--- src/tw_pkg.sv ---
// Package for the timer waveform output control block.
// Assumes a single 100 MHz clock and a 32-bit Avalon-MM register slave.
package tw_pkg;
   // Register byte offsets (index times four)
   localparam logic [7:0] TW_IDX_CTRL_A = 8'hb0;
   localparam logic [7:0] TW_IDX_CTRL_B = 8'hb1;
   localparam logic [9:0] TW_ADDR_CTRL_A = {TW_IDX_CTRL_A, 2'b00};
   localparam logic [9:0] TW_ADDR_CTRL_B = {TW_IDX_CTRL_B, 2'b00};
   localparam logic [9:0] TW_ADDR_CMP_A = 10'h2c8;
   localparam logic [9:0] TW_ADDR_CMP_B = 10'h2cc;
   // Counter kept clear of control B so a mode write never loads the count
   localparam logic [9:0] TW_ADDR_COUNT = 10'h2d4;
   localparam logic [9:0] TW_ADDR_STATUS = 10'h2d0;
   localparam logic [7:0] TW_RESET_VAL = 8'h00;
   // Field positions
   localparam int TW_OMA_HI = 7;
   localparam int TW_OMA_LO = 6;
   localparam int TW_OMB_HI = 5;
   localparam int TW_OMB_LO = 4;
   localparam int TW_WGL_HI = 1;
   localparam int TW_WGL_LO = 0;
   localparam int TW_FMA_BIT = 7;
   localparam int TW_FMB_BIT = 6;
   localparam int TW_WG2_BIT = 3;
   localparam int TW_CS_HI = 2;
   localparam int TW_CS_LO = 0;
   localparam logic [7:0] TW_CTRL_A_MASK = 8'hf3;
   localparam logic [7:0] TW_CTRL_B_MASK = 8'h0f;
   // Counter limits
   localparam logic [7:0] TW_BOTTOM = 8'h00;
   localparam logic [7:0] TW_MAX = 8'hff;
   // Output mode codes
   localparam logic [1:0] TW_OM_OFF = 2'h0;
   localparam logic [1:0] TW_OM_TOG = 2'h1;
   localparam logic [1:0] TW_OM_CLR = 2'h2;
   localparam logic [1:0] TW_OM_SET = 2'h3;
   // Waveform modes
   localparam logic [2:0] TW_WG_NORMAL = 3'h0;
   localparam logic [2:0] TW_WG_PC_FF = 3'h1;
   localparam logic [2:0] TW_WG_CTC = 3'h2;
   localparam logic [2:0] TW_WG_FAST_FF = 3'h3;
   localparam logic [2:0] TW_WG_PC_CMP = 3'h5;
   localparam logic [2:0] TW_WG_FAST_CMP = 3'h7;
   // Prescaler divisors, indexed by clock_select
   localparam logic [9:0] TW_DIV_8 = 10'h007;
   localparam logic [9:0] TW_DIV_32 = 10'h01f;
   localparam logic [9:0] TW_DIV_64 = 10'h03f;
   localparam logic [9:0] TW_DIV_128 = 10'h07f;
   localparam logic [9:0] TW_DIV_256 = 10'h0ff;
   localparam logic [9:0] TW_DIV_1024 = 10'h3ff;
   localparam logic [2:0] TW_CS_STOP = 3'h0;
   localparam logic [2:0] TW_CS_DIRECT = 3'h1;

   // Bus response state
   typedef enum logic [1:0] {
      TW_BUS_IDLE = 2'b01,
      TW_BUS_DONE = 2'b10
   } tw_bus_t;

   // Pin group for one waveform channel
   typedef struct packed {
      logic level;
      logic take_pin;
      logic drive_en;
   } tw_pin_t;

   // Whole state of the block
   typedef struct packed {
      logic [7:0] ctrl_a;
      logic [7:0] ctrl_b;
      logic [7:0] cmp_a;
      logic [7:0] cmp_b;
      logic [7:0] cmp_a_buf;
      logic [7:0] cmp_b_buf;
      logic [7:0] count;
      logic down;
      logic [9:0] presc;
      logic wave_a;
      logic wave_b;
      logic ovf;
      logic match_a;
      logic match_b;
      tw_bus_t bus;
      logic [31:0] rdata;
      logic waitreq;
      tw_pin_t pin_a;
      tw_pin_t pin_b;
   } tw_state_t;
endpackage

--- src/tw_wave_ctrl.sv ---
// Timer waveform output control: counter, modes, compare outputs, force strobes.
// Assumes pin direction bits arrive as inputs and a master that holds requests until waitrequest is low.
// Contract
// - Nonzero channel A output mode gives its pin to wave_out_a.
// - Nonzero channel B output mode gives its pin to wave_out_b.
// - Pin driver enabled only when the pin direction bit is set.
// - Non-PWM: 00 off, 01 toggle, 10 clear, 11 set on match.
// - Fast PWM A: 01 toggles only with mode bit2; 10/11 clear/set, inverse at BOTTOM.
// - Fast PWM B: 01 reserved; 10 clear/BOTTOM set, 11 set/BOTTOM clear.
// - Fast PWM compare equal TOP with high bit: act at BOTTOM instead.
// - Phase correct A: 01 as fast PWM; 10/11 act by count direction.
// - Phase correct B: 01 reserved; 10/11 act by count direction.
// - Phase correct compare equal TOP with high bit: act at TOP instead.
// - Control A bits 3:2 always read zero.
// - Three-bit wave mode picks sequence, TOP and waveform; 4 and 6 reserved.
// - Modes 0 and 2: TOP 0xFF or compare A, immediate update, overflow at MAX.
// - Modes 1 and 5: phase correct, load at TOP, overflow at BOTTOM.
// - Modes 3 and 7: fast PWM, load at BOTTOM, overflow at MAX or TOP.
// - Force A acts only in non-PWM modes.
// - Force A forces an immediate match using current output mode.
// - Forced match raises no flag and never clears the counter.
// - Force A reads back as zero.
// - Clock select: stop, direct, then divide by 8,32,64,128,256,1024.
// - Force B mirrors force A on channel B.
`timescale 1ns/1ps
module tw_wave_ctrl
   import tw_pkg::*;
#(
   parameter int ADDR_W = 10
) (
   input wire logic mclk_i,
   input wire logic reset_n_i,
   input wire logic [ADDR_W-1:0] address_i,
   input wire logic read_i,
   input wire logic write_i,
   input wire logic [31:0] writedata_i,
   input wire logic [3:0] byteenable_i,
   input wire logic dir_a_i,
   input wire logic dir_b_i,
   output logic [31:0] readdata_o,
   output logic waitrequest_o,
   output logic wave_out_a_o,
   output logic wave_out_a_take_o,
   output logic wave_out_a_en_o,
   output logic wave_out_b_o,
   output logic wave_out_b_take_o,
   output logic wave_out_b_en_o,
   output logic overflow_flag_o,
   output logic match_a_o,
   output logic match_b_o
);
   // Elaboration check: decode needs the full register address range
   if (ADDR_W != 10) begin : g_bad_addr
      $error("tw_wave_ctrl supports ADDR_W of 10 only");
   end

   tw_state_t st;
   tw_state_t next_st;

   logic [2:0] wgm;
   logic [2:0] cs;
   logic [1:0] om_a;
   logic [1:0] om_b;
   logic pwm;
   logic pc_mode;
   logic fast_mode;
   logic [7:0] top;
   logic tick;
   logic [9:0] div_mask;
   logic wr_a;
   logic wr_b;
   logic at_top;
   logic at_bottom;
   logic hit_a;
   logic hit_b;

   // Mode decode from both control registers
   always_comb begin
      wgm = {st.ctrl_b[TW_WG2_BIT], st.ctrl_a[TW_WGL_HI:TW_WGL_LO]};
      cs = st.ctrl_b[TW_CS_HI:TW_CS_LO];
      om_a = st.ctrl_a[TW_OMA_HI:TW_OMA_LO];
      om_b = st.ctrl_a[TW_OMB_HI:TW_OMB_LO];
      pc_mode = (wgm == TW_WG_PC_FF) || (wgm == TW_WG_PC_CMP);
      fast_mode = (wgm == TW_WG_FAST_FF) || (wgm == TW_WG_FAST_CMP);
      pwm = pc_mode || fast_mode;
      // TOP source per mode
      top = (wgm == TW_WG_CTC || wgm == TW_WG_PC_CMP || wgm == TW_WG_FAST_CMP) ? st.cmp_a : TW_MAX;
   end

   // Prescaler divisor select
   always_comb begin
      unique case (cs)
         3'h2: div_mask = TW_DIV_8;
         3'h3: div_mask = TW_DIV_32;
         3'h4: div_mask = TW_DIV_64;
         3'h5: div_mask = TW_DIV_128;
         3'h6: div_mask = TW_DIV_256;
         3'h7: div_mask = TW_DIV_1024;
         default: div_mask = 10'h000;
      endcase
      tick = (cs == TW_CS_DIRECT) || ((cs != TW_CS_STOP) && ((st.presc & div_mask) == div_mask));
   end

   // Bus write strobes; low byte lane carries register data.
   // A write lands at the answer edge, where the master sees waitrequest low,
   // so the effect and the completed transfer fall on one edge.
   // The master still holds address and data there, as the bus demands.
   always_comb begin
      wr_a = write_i && (st.bus == TW_BUS_DONE) && byteenable_i[0] && (address_i == TW_ADDR_CTRL_A);
      wr_b = write_i && (st.bus == TW_BUS_DONE) && byteenable_i[0] && (address_i == TW_ADDR_CTRL_B);
   end

   // Reserved top-equal codes never fire the sequence-position flags wrongly
   always_comb begin
      at_top = (st.count == top);
      at_bottom = (st.count == TW_BOTTOM);
      // Real matches only on timer ticks
      hit_a = tick && (st.count == st.cmp_a);
      hit_b = tick && (st.count == st.cmp_b);
   end

   // Next state: counter, outputs, registers, bus
   always_comb begin
      next_st = st;
      next_st.match_a = 1'b0;
      next_st.match_b = 1'b0;
      next_st.ovf = 1'b0;
      next_st.presc = (cs == TW_CS_STOP) ? 10'h000 : st.presc + 10'h001;

      // Counter sequence
      // Phase correct turns at TOP and at BOTTOM; the others wrap after TOP.
      // Limitation: a TOP lowered below the count runs on through 0xff first.
      if (tick) begin
         if (pc_mode) begin
            if (!st.down && at_top) begin
               next_st.down = 1'b1;
               next_st.count = st.count - 8'h01;
               next_st.cmp_a = st.cmp_a_buf; // Load at TOP
               next_st.cmp_b = st.cmp_b_buf;
            end else if (st.down && at_bottom) begin
               next_st.down = 1'b0;
               next_st.count = st.count + 8'h01;
            end else begin
               next_st.count = st.down ? st.count - 8'h01 : st.count + 8'h01;
            end
            if (st.down && st.count == 8'h01) begin
               next_st.ovf = 1'b1; // Overflow at BOTTOM
            end
         end else begin
            next_st.down = 1'b0;
            next_st.count = at_top ? TW_BOTTOM : st.count + 8'h01;
            if (fast_mode && at_top) begin
               next_st.cmp_a = st.cmp_a_buf; // Load at BOTTOM
               next_st.cmp_b = st.cmp_b_buf;
            end
            // Overflow at MAX, or at TOP in mode 7
            if ((wgm == TW_WG_FAST_CMP) ? at_top : (st.count == TW_MAX)) begin
               next_st.ovf = 1'b1;
            end
         end
         next_st.match_a = hit_a;
         next_st.match_b = hit_b;
      end

      // Channel A waveform
      if (!pwm) begin
         if (hit_a) begin
            unique case (om_a)
               TW_OM_TOG: next_st.wave_a = ~st.wave_a;
               TW_OM_CLR: next_st.wave_a = 1'b0;
               TW_OM_SET: next_st.wave_a = 1'b1;
               default: next_st.wave_a = st.wave_a;
            endcase
         end
      end else if (tick) begin
         if (om_a == TW_OM_TOG) begin
            if (st.ctrl_b[TW_WG2_BIT] && hit_a) begin
               next_st.wave_a = ~st.wave_a;
            end
         end else if (om_a[1]) begin
            if (fast_mode) begin
               if (at_top) begin
                  next_st.wave_a = ~om_a[0]; // BOTTOM action
               end else if (hit_a) begin
                  next_st.wave_a = om_a[0];
               end
            end else if (st.cmp_a == top) begin
               if (at_top) begin
                  next_st.wave_a = om_a[0]; // Act at TOP
               end
            end else if (hit_a) begin
               next_st.wave_a = om_a[0] ^ st.down;
            end
         end
      end

      // Channel B waveform; code 01 reserved in PWM
      if (!pwm) begin
         if (hit_b) begin
            unique case (om_b)
               TW_OM_TOG: next_st.wave_b = ~st.wave_b;
               TW_OM_CLR: next_st.wave_b = 1'b0;
               TW_OM_SET: next_st.wave_b = 1'b1;
               default: next_st.wave_b = st.wave_b;
            endcase
         end
      end else if (tick && om_b[1]) begin
         if (fast_mode) begin
            if (at_top) begin
               next_st.wave_b = ~om_b[0];
            end else if (hit_b && st.cmp_b != top) begin
               next_st.wave_b = om_b[0];
            end
         end else if (st.cmp_b == top) begin
            if (at_top) begin
               next_st.wave_b = om_b[0];
            end
         end else if (hit_b) begin
            next_st.wave_b = om_b[0] ^ st.down;
         end
      end

      // Force strobes: no flag, no counter clear
      // They act on the output only, never on match or overflow pulses.
      // Reserved modes decode as non-PWM, so the strobes act there too.
      if (wr_b && !pwm && writedata_i[TW_FMA_BIT]) begin
         unique case (om_a)
            TW_OM_TOG: next_st.wave_a = ~st.wave_a;
            TW_OM_CLR: next_st.wave_a = 1'b0;
            TW_OM_SET: next_st.wave_a = 1'b1;
            default: next_st.wave_a = st.wave_a;
         endcase
      end
      if (wr_b && !pwm && writedata_i[TW_FMB_BIT]) begin
         unique case (om_b)
            TW_OM_TOG: next_st.wave_b = ~st.wave_b;
            TW_OM_CLR: next_st.wave_b = 1'b0;
            TW_OM_SET: next_st.wave_b = 1'b1;
            default: next_st.wave_b = st.wave_b;
         endcase
      end

      // Register writes; force bits are never stored
      if (wr_a) begin
         next_st.ctrl_a = writedata_i[7:0] & TW_CTRL_A_MASK;
      end
      if (wr_b) begin
         next_st.ctrl_b = writedata_i[7:0] & TW_CTRL_B_MASK;
      end
      // In PWM modes only the buffer takes the value, so a duty change never
      // cuts a period short; reads return the buffer.
      if (write_i && st.bus == TW_BUS_DONE && byteenable_i[0]) begin
         if (address_i == TW_ADDR_CMP_A) begin
            next_st.cmp_a_buf = writedata_i[7:0];
            if (!pwm) begin
               next_st.cmp_a = writedata_i[7:0]; // Immediate update
            end
         end
         if (address_i == TW_ADDR_CMP_B) begin
            next_st.cmp_b_buf = writedata_i[7:0];
            if (!pwm) begin
               next_st.cmp_b = writedata_i[7:0];
            end
         end
         if (address_i == TW_ADDR_COUNT) begin
            next_st.count = writedata_i[7:0];
         end
      end

      // One wait cycle, then answer; unmapped reads return zero.
      // Each access costs two cycles; the trade buys registered read data.
      unique case (st.bus)
         TW_BUS_IDLE: begin
            next_st.waitreq = 1'b1;
            if (read_i || write_i) begin
               next_st.bus = TW_BUS_DONE;
               next_st.waitreq = 1'b0;
               next_st.rdata = 32'h0000_0000;
               if (read_i) begin
                  unique case (address_i)
                     TW_ADDR_CTRL_A: next_st.rdata[7:0] = st.ctrl_a;
                     TW_ADDR_CTRL_B: next_st.rdata[7:0] = st.ctrl_b;
                     TW_ADDR_CMP_A: next_st.rdata[7:0] = st.cmp_a_buf;
                     TW_ADDR_CMP_B: next_st.rdata[7:0] = st.cmp_b_buf;
                     TW_ADDR_COUNT: next_st.rdata[7:0] = st.count;
                     TW_ADDR_STATUS: next_st.rdata[3:0] = {st.down, st.wave_b, st.wave_a, wgm == 3'h4 || wgm == 3'h6};
                     default: next_st.rdata = 32'h0000_0000;
                  endcase
               end
            end
         end
         TW_BUS_DONE: begin
            next_st.bus = TW_BUS_IDLE;
            next_st.waitreq = 1'b1;
         end
         default: begin
            next_st.bus = TW_BUS_IDLE;
            next_st.waitreq = 1'b1;
         end
      endcase

      // Pin ownership and drive
      next_st.pin_a.take_pin = |next_st.ctrl_a[TW_OMA_HI:TW_OMA_LO];
      next_st.pin_b.take_pin = |next_st.ctrl_a[TW_OMB_HI:TW_OMB_LO];
      next_st.pin_a.drive_en = next_st.pin_a.take_pin && dir_a_i;
      next_st.pin_b.drive_en = next_st.pin_b.take_pin && dir_b_i;
      next_st.pin_a.level = next_st.wave_a;
      next_st.pin_b.level = next_st.wave_b;
   end

   // Single state register
   always_ff @(posedge mclk_i or negedge reset_n_i) begin
      if (!reset_n_i) begin
         st <= '0;
         st.bus <= TW_BUS_IDLE;
         st.waitreq <= 1'b1;
      end else begin
         st <= next_st;
      end
   end

   // Outputs straight from flops
   assign readdata_o = st.rdata;
   assign waitrequest_o = st.waitreq;
   assign wave_out_a_o = st.pin_a.level;
   assign wave_out_a_take_o = st.pin_a.take_pin;
   assign wave_out_a_en_o = st.pin_a.drive_en;
   assign wave_out_b_o = st.pin_b.level;
   assign wave_out_b_take_o = st.pin_b.take_pin;
   assign wave_out_b_en_o = st.pin_b.drive_en;
   assign overflow_flag_o = st.ovf;
   assign match_a_o = st.match_a;
   assign match_b_o = st.match_b;
endmodule // tw_wave_ctrl

--- config.mk ---
export PLATFORM = sky130hd
export DESIGN_NAME = tw_wave_ctrl
export DESIGN_NICKNAME = d
export VERILOG_FILES = /design/src/tw_pkg.sv /design/src/tw_wave_ctrl.sv
export SDC_FILE = /design/constraint.sdc
export NUM_CORES = 1
export LEC_CHECK = 0
export CAP_MARGIN = 20
export CORE_ASPECT_RATIO = 1.4
export CORE_MARGIN = 3
export CORE_UTILIZATION = 65
export CTS_CLUSTER_DIAMETER = 200
export DETAILED_ROUTE_END_ITERATION = 8
export DONT_BUFFER_PORTS = 1
export HOLD_SLACK_MARGIN = 0.03
export PLACE_DENSITY = 0.81
export SETUP_SLACK_MARGIN = 0.4
export SLEW_MARGIN = 15
export SYNTH_ARGS = -nofsm -noshare
export SYNTH_HDL_FRONTEND = slang
export SYNTH_SLANG_ARGS = --single-unit
--- constraint.sdc ---
create_clock -name mclk_i -period 3.3 [get_ports mclk_i]
set_clock_uncertainty 0.05 [all_clocks]
set_input_delay 0.495 -clock mclk_i [delete_from_list [all_inputs] [get_ports mclk_i]]
set_output_delay 0.495 -clock mclk_i [all_outputs]
set_load 0.05 [all_outputs]
Word-level counts from Yosys, hierarchy flattened
Cells that the tools add are included.

operators by class
  $add $sub $neg = 3
  equality and inequality tests = 49
  multiplexer cells = 59
  bitwise operators = 7
  reduce and logical (&&, ||, !) cells = 42

operators with widths
  cell                                                    number
  2-to-1 mux 8 bit                                        13
  2-to-1 mux 16 bit                                       4
  == test 10 bit (second input constant)                  6
  one-hot mux 10 bit (6 select lines)                     1
  == test 8 bit                                           5
  2-to-1 mux 40 bit                                       1
  2-to-1 mux 35 bit                                       1
  2-to-1 mux 1 bit                                        29
  2-to-1 mux 9 bit                                        3
  == test 3 bit (second input constant)                   8
  one-hot mux 4 bit (6 select lines)                      1
  logical AND 1 bit                                       19
  one-hot mux 4 bit (4 select lines)                      1
  == test 3 x 2 -> 1 bit (second input constant)          4
  inequality test 6 x 2 -> 1 bit (second input constant)  2
  adder 10 x 1 -> 10 bit (second input constant)          1
  bitwise AND 10 bit                                      1
  == test 10 bit                                          1
  == test 2 bit (second input constant)                   5
  2-to-1 mux 10 bit                                       1
  inequality test 3 x 1 -> 1 bit (second input constant)  3
  nonzero test 3 bit                                      3
  adder 8 x 1 -> 8 bit (second input constant)            1
  == test 8 x 1 -> 1 bit (second input constant)          1
  24 further kinds                                        45

word-level totals
  flip-flop bits (word level) = 105
  bits of input ports = 52

Longest topological paths before layout
Gate-level depths: netlist of the first run.

  depth in word-level cells = 15
  mapped depth = 11
  depth with buffers taken out = 10

Least setup slack after synthesis of the first run
OpenSTA, ideal clock, no wires.

  path type = register to register
  start point = reg st[57] in the netlist's numbering
  end point = reg st[63] in the netlist's numbering
  library setup time = 0.121 ns
  arrival time = 2.285 ns
  data required time = 3.129 ns
  setup slack = 0.844 ns
  stages on the path, launching flop included = 12
  path buffers = 1
  clock period less this slack = 2.456 ns
  path through = dfrtp_1 buf_2 inv_1 ha_1 nor3b_1 nand2_1 nand2_1 nor2_1 a211oi_1 a2111oi_0 a221oi_1 a22o_1

RTL lines
  item                    RTL line             text
  from (decl)             tw_wave_ctrl.sv:57   tw_state_t st;
  from (signal assigned)  tw_wave_ctrl.sv:318  st <= next_st;

==> results_dict.tcl, run 1 <==
set metrics [dict create \
    synth-edff-count 0 \
    critical_path_class "register to register" \
    ioPinCount 94 \
    maximum_fanout_along_the_worst_path 10 \
    sum_of_overflow_across_all_layers_after_global_routing 0 \
    required_ns 3.52 \
    synth_simple_gate_area_share_pct 18.9 \
    cts.htree.levels 3 \
    placedCellCount 690 \
    synthFlopType "sky130_fd_sc_hd__dfrtp_1" \
    power_leakage_nw 2.41 \
    fillCellCount 631 \
    fp.dieArea_sq_mm 0.00950 \
    final_cell_area_sq_mm 0.00570 \
    worst_hold_slack_ns 0.129 \
    floorplan.die.width_um 83.2 \
    groute.usage.overall_pct 32.9 \
    global_route_wire_length_before_repair_mm 24.4 \
    final_core_util_pct 71.8 \
    placementRows 38 \
    switching_part_of_the_total_power_pct 33.2 \
    dp_slack_ns 0.338 \
    cell_internal_pwr_mw 1.82 \
    timing.critical_path.from_type "register" \
    finalCriticalPeriod_ns 2.79 \
    antenna_cells 0 \
    hold_path_depth 1 \
    clk_path_buf_depth 2 \
    slew_viol_final 0 \
    yosys_register_bits 81 \
    drive_above_1_share_pct 14.1 \
    p_switching_mw 0.906 \
    buffer_type_at_the_clock_tree_root "sky130_fd_sc_hd__clkbuf_8" \
    syn_to_final_growth_pct 4.98 \
    finalSetupTns_ns 0 \
    first_global_vias 4766 \
    vias 4851 \
    dieHeight_um 114 \
    power.clock.fraction_pct 32.9 \
    rsz_0062_raised_after_global_routing "yes" \
    synth_area_per_cell_sq_um 8.85 \
    timing.final.crit_share_pct 84.5 \
    finalPower_mw 2.73 \
    clock_tree_sinks 81 \
    drt_pass_1_iters 5 \
    combinationalPowerShare_pct 22.7 \
    cts.reportedPaths.clkPinSlew_ns 0.09 \
    syn-cell-area_sq_mm 0.00543 \
    layout.nets 659 \
    max_freq_mhz 359 \
    synth.yosys.seq_area_share_pct 37.4 \
    synth_compound_area_share_pct 19.8 \
    hold_viol 0 \
    post_synth_mux_area_share_pct 10.3 \
    place.detailed.hpwl_mm 11.0 \
    numCtsBuffers 9 \
    ir_worst_vdd_v 0.000384 \
    top_library_cells_by_usage_in_the_layout_fill_and_taps_aside "sky130_fd_sc_hd__dfrtp_1 (78), sky130_fd_sc_hd__nand2_1 (76), sky130_fd_sc_hd__nor2_1 (47)" \
    reg2reg_depth 9 \
    post_synth_inst_count 613 \
    antenna_violations_before_repair 0 \
    drt_drc_violations_left 0 \
    crit_arrival_ns 3.01 \
    final_weighted_congestion_in_routability_driven_placement 0.924 \
    max-cap-violations 0 \
    critical_path.endpoint_type "register" \
    combinational_family_with_the_most_area_after_synthesis "compound AO/OA/AOI/OAI gates" \
    layout_commonest_cell "sky130_fd_sc_hd__dfrtp_1" \
    synth-warning-count 0 \
    avgViaCountPerCell 6.85 \
    wl_mm 15.4 \
    yosys.area_share.adder_pct 0.922 \
    power_density_mw_per_mm2 479 \
    core-area_sq_mm 0.00794 \
    tightestPinTransition_ns 0.779 \
    post_synth_num_cell_types 72 \
    fin_cells 708 \
    layout_setup_ws_ns 0.513 \
    floorplan.initialDensity_pct 68.4 \
    cts_tree "done" \
    numPortBuffers 0 \
    pwr-share-seq_pct 44.5 \
    detail_route.wl_per_cell_um 21.7 \
    run_status "complete, no violations" \
    async_reset_ff_share_pct 100 \
    xor_xnor_fraction_of_synth_area_pct 3.71 \
    hold_path.class "input pin to register" \
    drt_iter0_markers 487 \
    pin_count_of_the_biggest_net_entering_global_routing 82 \
    worst_slew_margin_rel_pct 47.9 \
    clock_insertion_delay_at_the_later_pin_of_the_skew_report_ns 0.37 \
    setup-violations-final 0 \
    detailed_place.area_sq_mm 0.00540 \
    antenna_violating_nets_post_route 0 \
]
-- synth_stat cells (all sizes together) (7+ instances only) --
library cell / instances / area share (%)
o211ai: 10 / 1.4
a21oi: 27 / 2.5
nor3: 14 / 1.5
a22o: 8 / 1.3
mux2: 26 / 5.4
nand2b: 8 / 0.92
buf: 46 / 6.1
nand2: 77 / 5.4
dfrtp: 79 / 36
inv: 15 / 1.0
nor2: 49 / 3.4
a211oi: 9 / 1.4
mux2i: 26 / 4.9
nand3: 9 / 0.83
o21ai: 47 / 4.4
nor4: 7 / 0.81
clkbuf: 25 / 1.8
xnor2: 11 / 1.8
xor2: 12 / 1.9
-- critical path, stage by stage (launching register included) --
cell                        delay, ns
sky130_fd_sc_hd__dfrtp_2         0.49
sky130_fd_sc_hd__nor3b_2         0.31
sky130_fd_sc_hd__buf_4           0.23
sky130_fd_sc_hd__o21ai_0         0.12
sky130_fd_sc_hd__a32o_1          0.32
sky130_fd_sc_hd__nand4_4         0.17
sky130_fd_sc_hd__o21ai_2         0.16
sky130_fd_sc_hd__a2111oi_1       0.48
sky130_fd_sc_hd__a221oi_1        0.13
sky130_fd_sc_hd__a22o_1          0.22
-- power groups by stage --
stage / Combinational (mW) / Clock (mW) / Sequential [mW]
floorplan: 0.509 / 0 / 1.18
global placement: 0.564 / 0 / 1.22
detailed placement: 0.582 / 0 / 1.23
CTS: 0.612 / 0.901 / 1.21
global route: 0.682 / 0.949 / 1.23
finish: 0.618 / 0.897 / 1.21
-- per-layer routing --
metal  part of all wire (%)  GRT usage, %  wire length [um]
met5                      0             0                 0
met4                    5.0          18.2               772
met3                    7.9          6.26              1210
met2                     50          56.6              7660
met1                     37          38.6              5740
-- sequential cells by signal, indices dropped and copies added (netlist names) --
signal,flops
cs,3
match_a_o,1
match_b_o,1
om_a,2
om_b,2
overflow_flag_o,1
readdata_o,8
st,56
waitrequest_o,1
wave_out_a_en_o,1
wave_out_a_o,1
wave_out_a_take_o,1
wave_out_b_en_o,1
wave_out_b_o,1
wave_out_b_take_o,1
-- cell families after synthesis --
group | count (synthesis)
AO/OA/AOI/OAI | 158
XOR/XNOR | 23
adder cells (fa/ha/maj) | 4
buffers and inverters | 86
flip-flops | 81
multiplexers | 52
other | 1
AND/OR/NAND/NOR | 208
-- repair_timing --
item,CTS,global route
endpoints found under the setup margin,2,5
setup buffers,0,0
gates resized for setup,3,5
endpoints found under the hold margin,81,0
hold buffers,2,0
-- final cells by class --
| cell class | count | area, sq um | share of cell area (%) |
|---|---|---|---|
| Tap cell | 100 | 125 | 2.20 |
| Sequential cell | 81 | 2030 | 35.6 |
| Timing Repair Buffer | 27 | 225 | 3.95 |
| Clock buffer | 10 | 128 | 2.24 |
| Multi-Input combinational cell | 469 | 3020 | 53.0 |
| Inverter | 15 | 56.3 | 0.988 |
| Clock inverter | 6 | 115 | 2.02 |
-- path summary, 6_finish.rpt --
kind                                      endpoint                 from  slack, ns
max                               st[63]$_DFF_PN0_  st[100]$_DFFE_PN0P_       0.51
min                             st[39]$_DFFE_PN1P_               read_i       0.13
max reg2reg                       st[63]$_DFF_PN0_  st[100]$_DFFE_PN0P_       0.51
min reg2reg                       st[46]$_DFF_PN0_     st[46]$_DFF_PN0_       0.44
max in group asynchronous  waitrequest_o$_DFF_PN1_            reset_n_i       2.21
min in group asynchronous      match_b_o$_DFF_PN0_            reset_n_i       0.61
Power figures use the tool's default switching activity.
==> run 2, diff against run 1 <==
==> constraint.sdc (replaced) <==
create_clock -name mclk_i -period 2.6 [get_ports mclk_i]
set_clock_uncertainty 0.05 [all_clocks]
set_input_delay 0.39 -clock mclk_i [delete_from_list [all_inputs] [get_ports mclk_i]]
set_output_delay 0.39 -clock mclk_i [all_outputs]
set_load 0.05 [all_outputs]
==> run 2 against run 1 <==
The run now ends with negative hold slack left. Flip-flop and latch count is the same. Die area did not move. Maximum frequency up 9.6%. Final area increased by 7.6%. Critical endpoint is now st[62]$_DFF_PN0_. Critical path depth increased by 3. Power rose by 19%. Clock-buffer cell count up 3. Sequential share of layout area down 2.4 points. Non-clock buffer count is 43 higher. Global-route usage rose by 3.0 points. Final cell count rose by 6.1%. Critical path type unchanged. Register-to-register slack got worse by 0.46 ns.
==> results_dict.tcl, run 2 (synthesized netlist as in run 1, its figures left out) <==
set metrics [dict create \
    critical_path_class "register to register" \
    buffer_type_at_the_clock_tree_root "sky130_fd_sc_hd__clkbuf_8" \
    fp.dieArea_sq_mm 0.00950 \
    avgViaCountPerCell 6.72 \
    wl_mm 16.6 \
    place.detailed.hpwl_mm 11.6 \
    numPortBuffers 0 \
    registers.top_by_ff_count "st" \
    floorplan.die.width_um 83.2 \
    final_core_util_pct 77.2 \
    dieHeight_um 114 \
    critical_path.max_stage_delay_ns 0.45 \
    required_ns 2.84 \
    tightestPinTransition_ns 0.767 \
    antenna_violations_before_repair 0 \
    cts.reportedPaths.clkPinSlew_ns 0.09 \
    placementRows 38 \
    timing.critical_path.cells "buf_6, nand2_2, buf_4, o21ai_1, a211oi_2, buf_4, nand4_4, buf_6, o21ai_4, nand4_1, a221o_1, a31oi_1" \
    first_global_vias 4988 \
    failing_checks "negative hold slack" \
    cts.htree.levels 3 \
    sum_of_overflow_across_all_layers_after_global_routing 0 \
    ctsHoldBuffers 1 \
    floorplan.initialDensity_pct 68.4 \
    clock_tree_sinks 81 \
    syn_to_final_growth_pct 13.0 \
    final_weighted_congestion_in_routability_driven_placement 0.931 \
    clock_insertion_delay_at_the_later_pin_of_the_skew_report_ns 0.37 \
    finalPower_mw 3.25 \
    layout.nets 702 \
    numCtsBuffers 9 \
    cts_tree "done" \
    drive_above_1_share_pct 24.0 \
    timing.final.crit_share_pct 97.9 \
    power_density_mw_per_mm2 531 \
    drt_pass_1_iters 5 \
    slew_viol_final 0 \
    finalCriticalPeriod_ns 2.54 \
    drt_iter0_markers 528 \
    pin_count_of_the_biggest_net_entering_global_routing 82 \
    top_library_cells_by_usage_in_the_layout_fill_and_taps_aside "sky130_fd_sc_hd__nand2_1 (74), sky130_fd_sc_hd__dfrtp_1 (74), sky130_fd_sc_hd__buf_4 (60)" \
    hold_viol 81 \
    max_freq_mhz 393 \
    power_leakage_nw 2.63 \
    max-cap-violations 0 \
    detail_route.wl_per_cell_um 22.1 \
    largest_register_ff_count 56 \
    critical-path-slowest-cell "sky130_fd_sc_hd__dfrtp_2" \
    rsz_0062_raised_after_global_routing "yes" \
    clk_path_buf_depth 2 \
    crit_arrival_ns 2.78 \
    global_route_wire_length_before_repair_mm 26.6 \
    ir_worst_vdd_v 0.000607 \
    vias 5045 \
    drt_drc_violations_left 0 \
    maximum_fanout_along_the_worst_path 5 \
    groute.usage.overall_pct 35.9 \
    run_status "finished, violations left" \
    critical_path.endpoint_type "register" \
    antenna_violating_nets_post_route 0 \
    setup-violations-final 0 \
    worst_slew_margin_rel_pct 48.4 \
    timing.critical_path.from_type "register" \
    worst_hold_slack_ns -0.333 \
    core-area_sq_mm 0.00794 \
    antenna_cells 0 \
    hold_path.class "input pin to asynchronous set/reset pin" \
    setup.reg_to_reg.worst_slack_ns 0.06 \
    ioPinCount 94 \
]
-- run 2: cell count changes in the layout (fill, tap and decap cells not counted), sizes merged --
cell / delta
buf: +43
bufinv: -3
clkbuf: +3
clkinvlp: +1
inv: -1
-- run 2: final timing paths --
path / to / start / depth (start not counted)
max in group asynchronous: st[39]$_DFFE_PN1P_ / reset_n_i / 0
min in group mclk_i: st[39]$_DFFE_PN1P_ / write_i / 1
min reg2reg: st[46]$_DFF_PN0_ / st[46]$_DFF_PN0_ / 1
min: st[48]$_DFF_PN0_ / reset_n_i / 0
max: st[62]$_DFF_PN0_ / st[105]$_DFFE_PN0P_ / 12
max reg2reg: st[62]$_DFF_PN0_ / st[105]$_DFFE_PN0P_ / 12
-- run 2: repair_timing --
item / 4_1_cts / 5_1_grt
pin swaps: 13 / 5
cloned: 1 / 0
endpoints found under the setup margin: 27 / 28
hold endpoints to repair: 82 / 81
buffers inserted: 11 / 0
resized for setup: 27 / 22
-- run 2: where the power goes --
part	internal (mW)	switching, mW
registers	1.38	0.163
clock network	0.373	0.462
logic	0.351	0.522
-- run 2: metrics by stage --
step	instance area (sq um)	TNS (ns)	cells	hold WS, ns	setup slack, ns
2_1_floorplan	5570	0	636	0.0444	0.242
3_3_place_gp	5700	0	722	0.0465	0.0148
3_5_place_dp	5700	-0.0886	722	0.0465	-0.0886
4_1_cts	6050	0	751	-0.349	0.0900
5_1_grt	6130	-0.270	751	-0.365	-0.0764
6_report	6130	0	751	-0.333	0.0556
-- run 2: worst max-delay path, delay by kind of cell, from the launching register on --
| kind | cells | cell delay, ns |
|---|---|---|
| flip-flops | 1 | 0.45 |
| buffers and inverters | 4 | 0.59 |
| AND/OR/NAND/NOR | 3 | 0.34 |
| AO/OA/AOI/OAI | 5 | 1.03 |
-- run 2: final cells by class --
cell class	instances	area [sq um]
clock buffer	13	149
clock inverter	3	20.0
fill	542	1810
inverter	15	56.3
multi-input combinational	469	3160
sequential	81	2040
tap	100	125
timing repair buffer	70	587
-- run 2: layer usage --
| layer | GRT usage, % | vias to the layer above | wire length [um] |
|---|---|---|---|
| li1 | - | 2234 | - |
| met1 | 43.8 | 2419 | 6030 |
| met2 | 58.2 | 301 | 8060 |
| met3 | 7.34 | 91 | 1310 |
| met4 | 22.6 | 0 | 1170 |
| met5 | 0 | - | 0 |
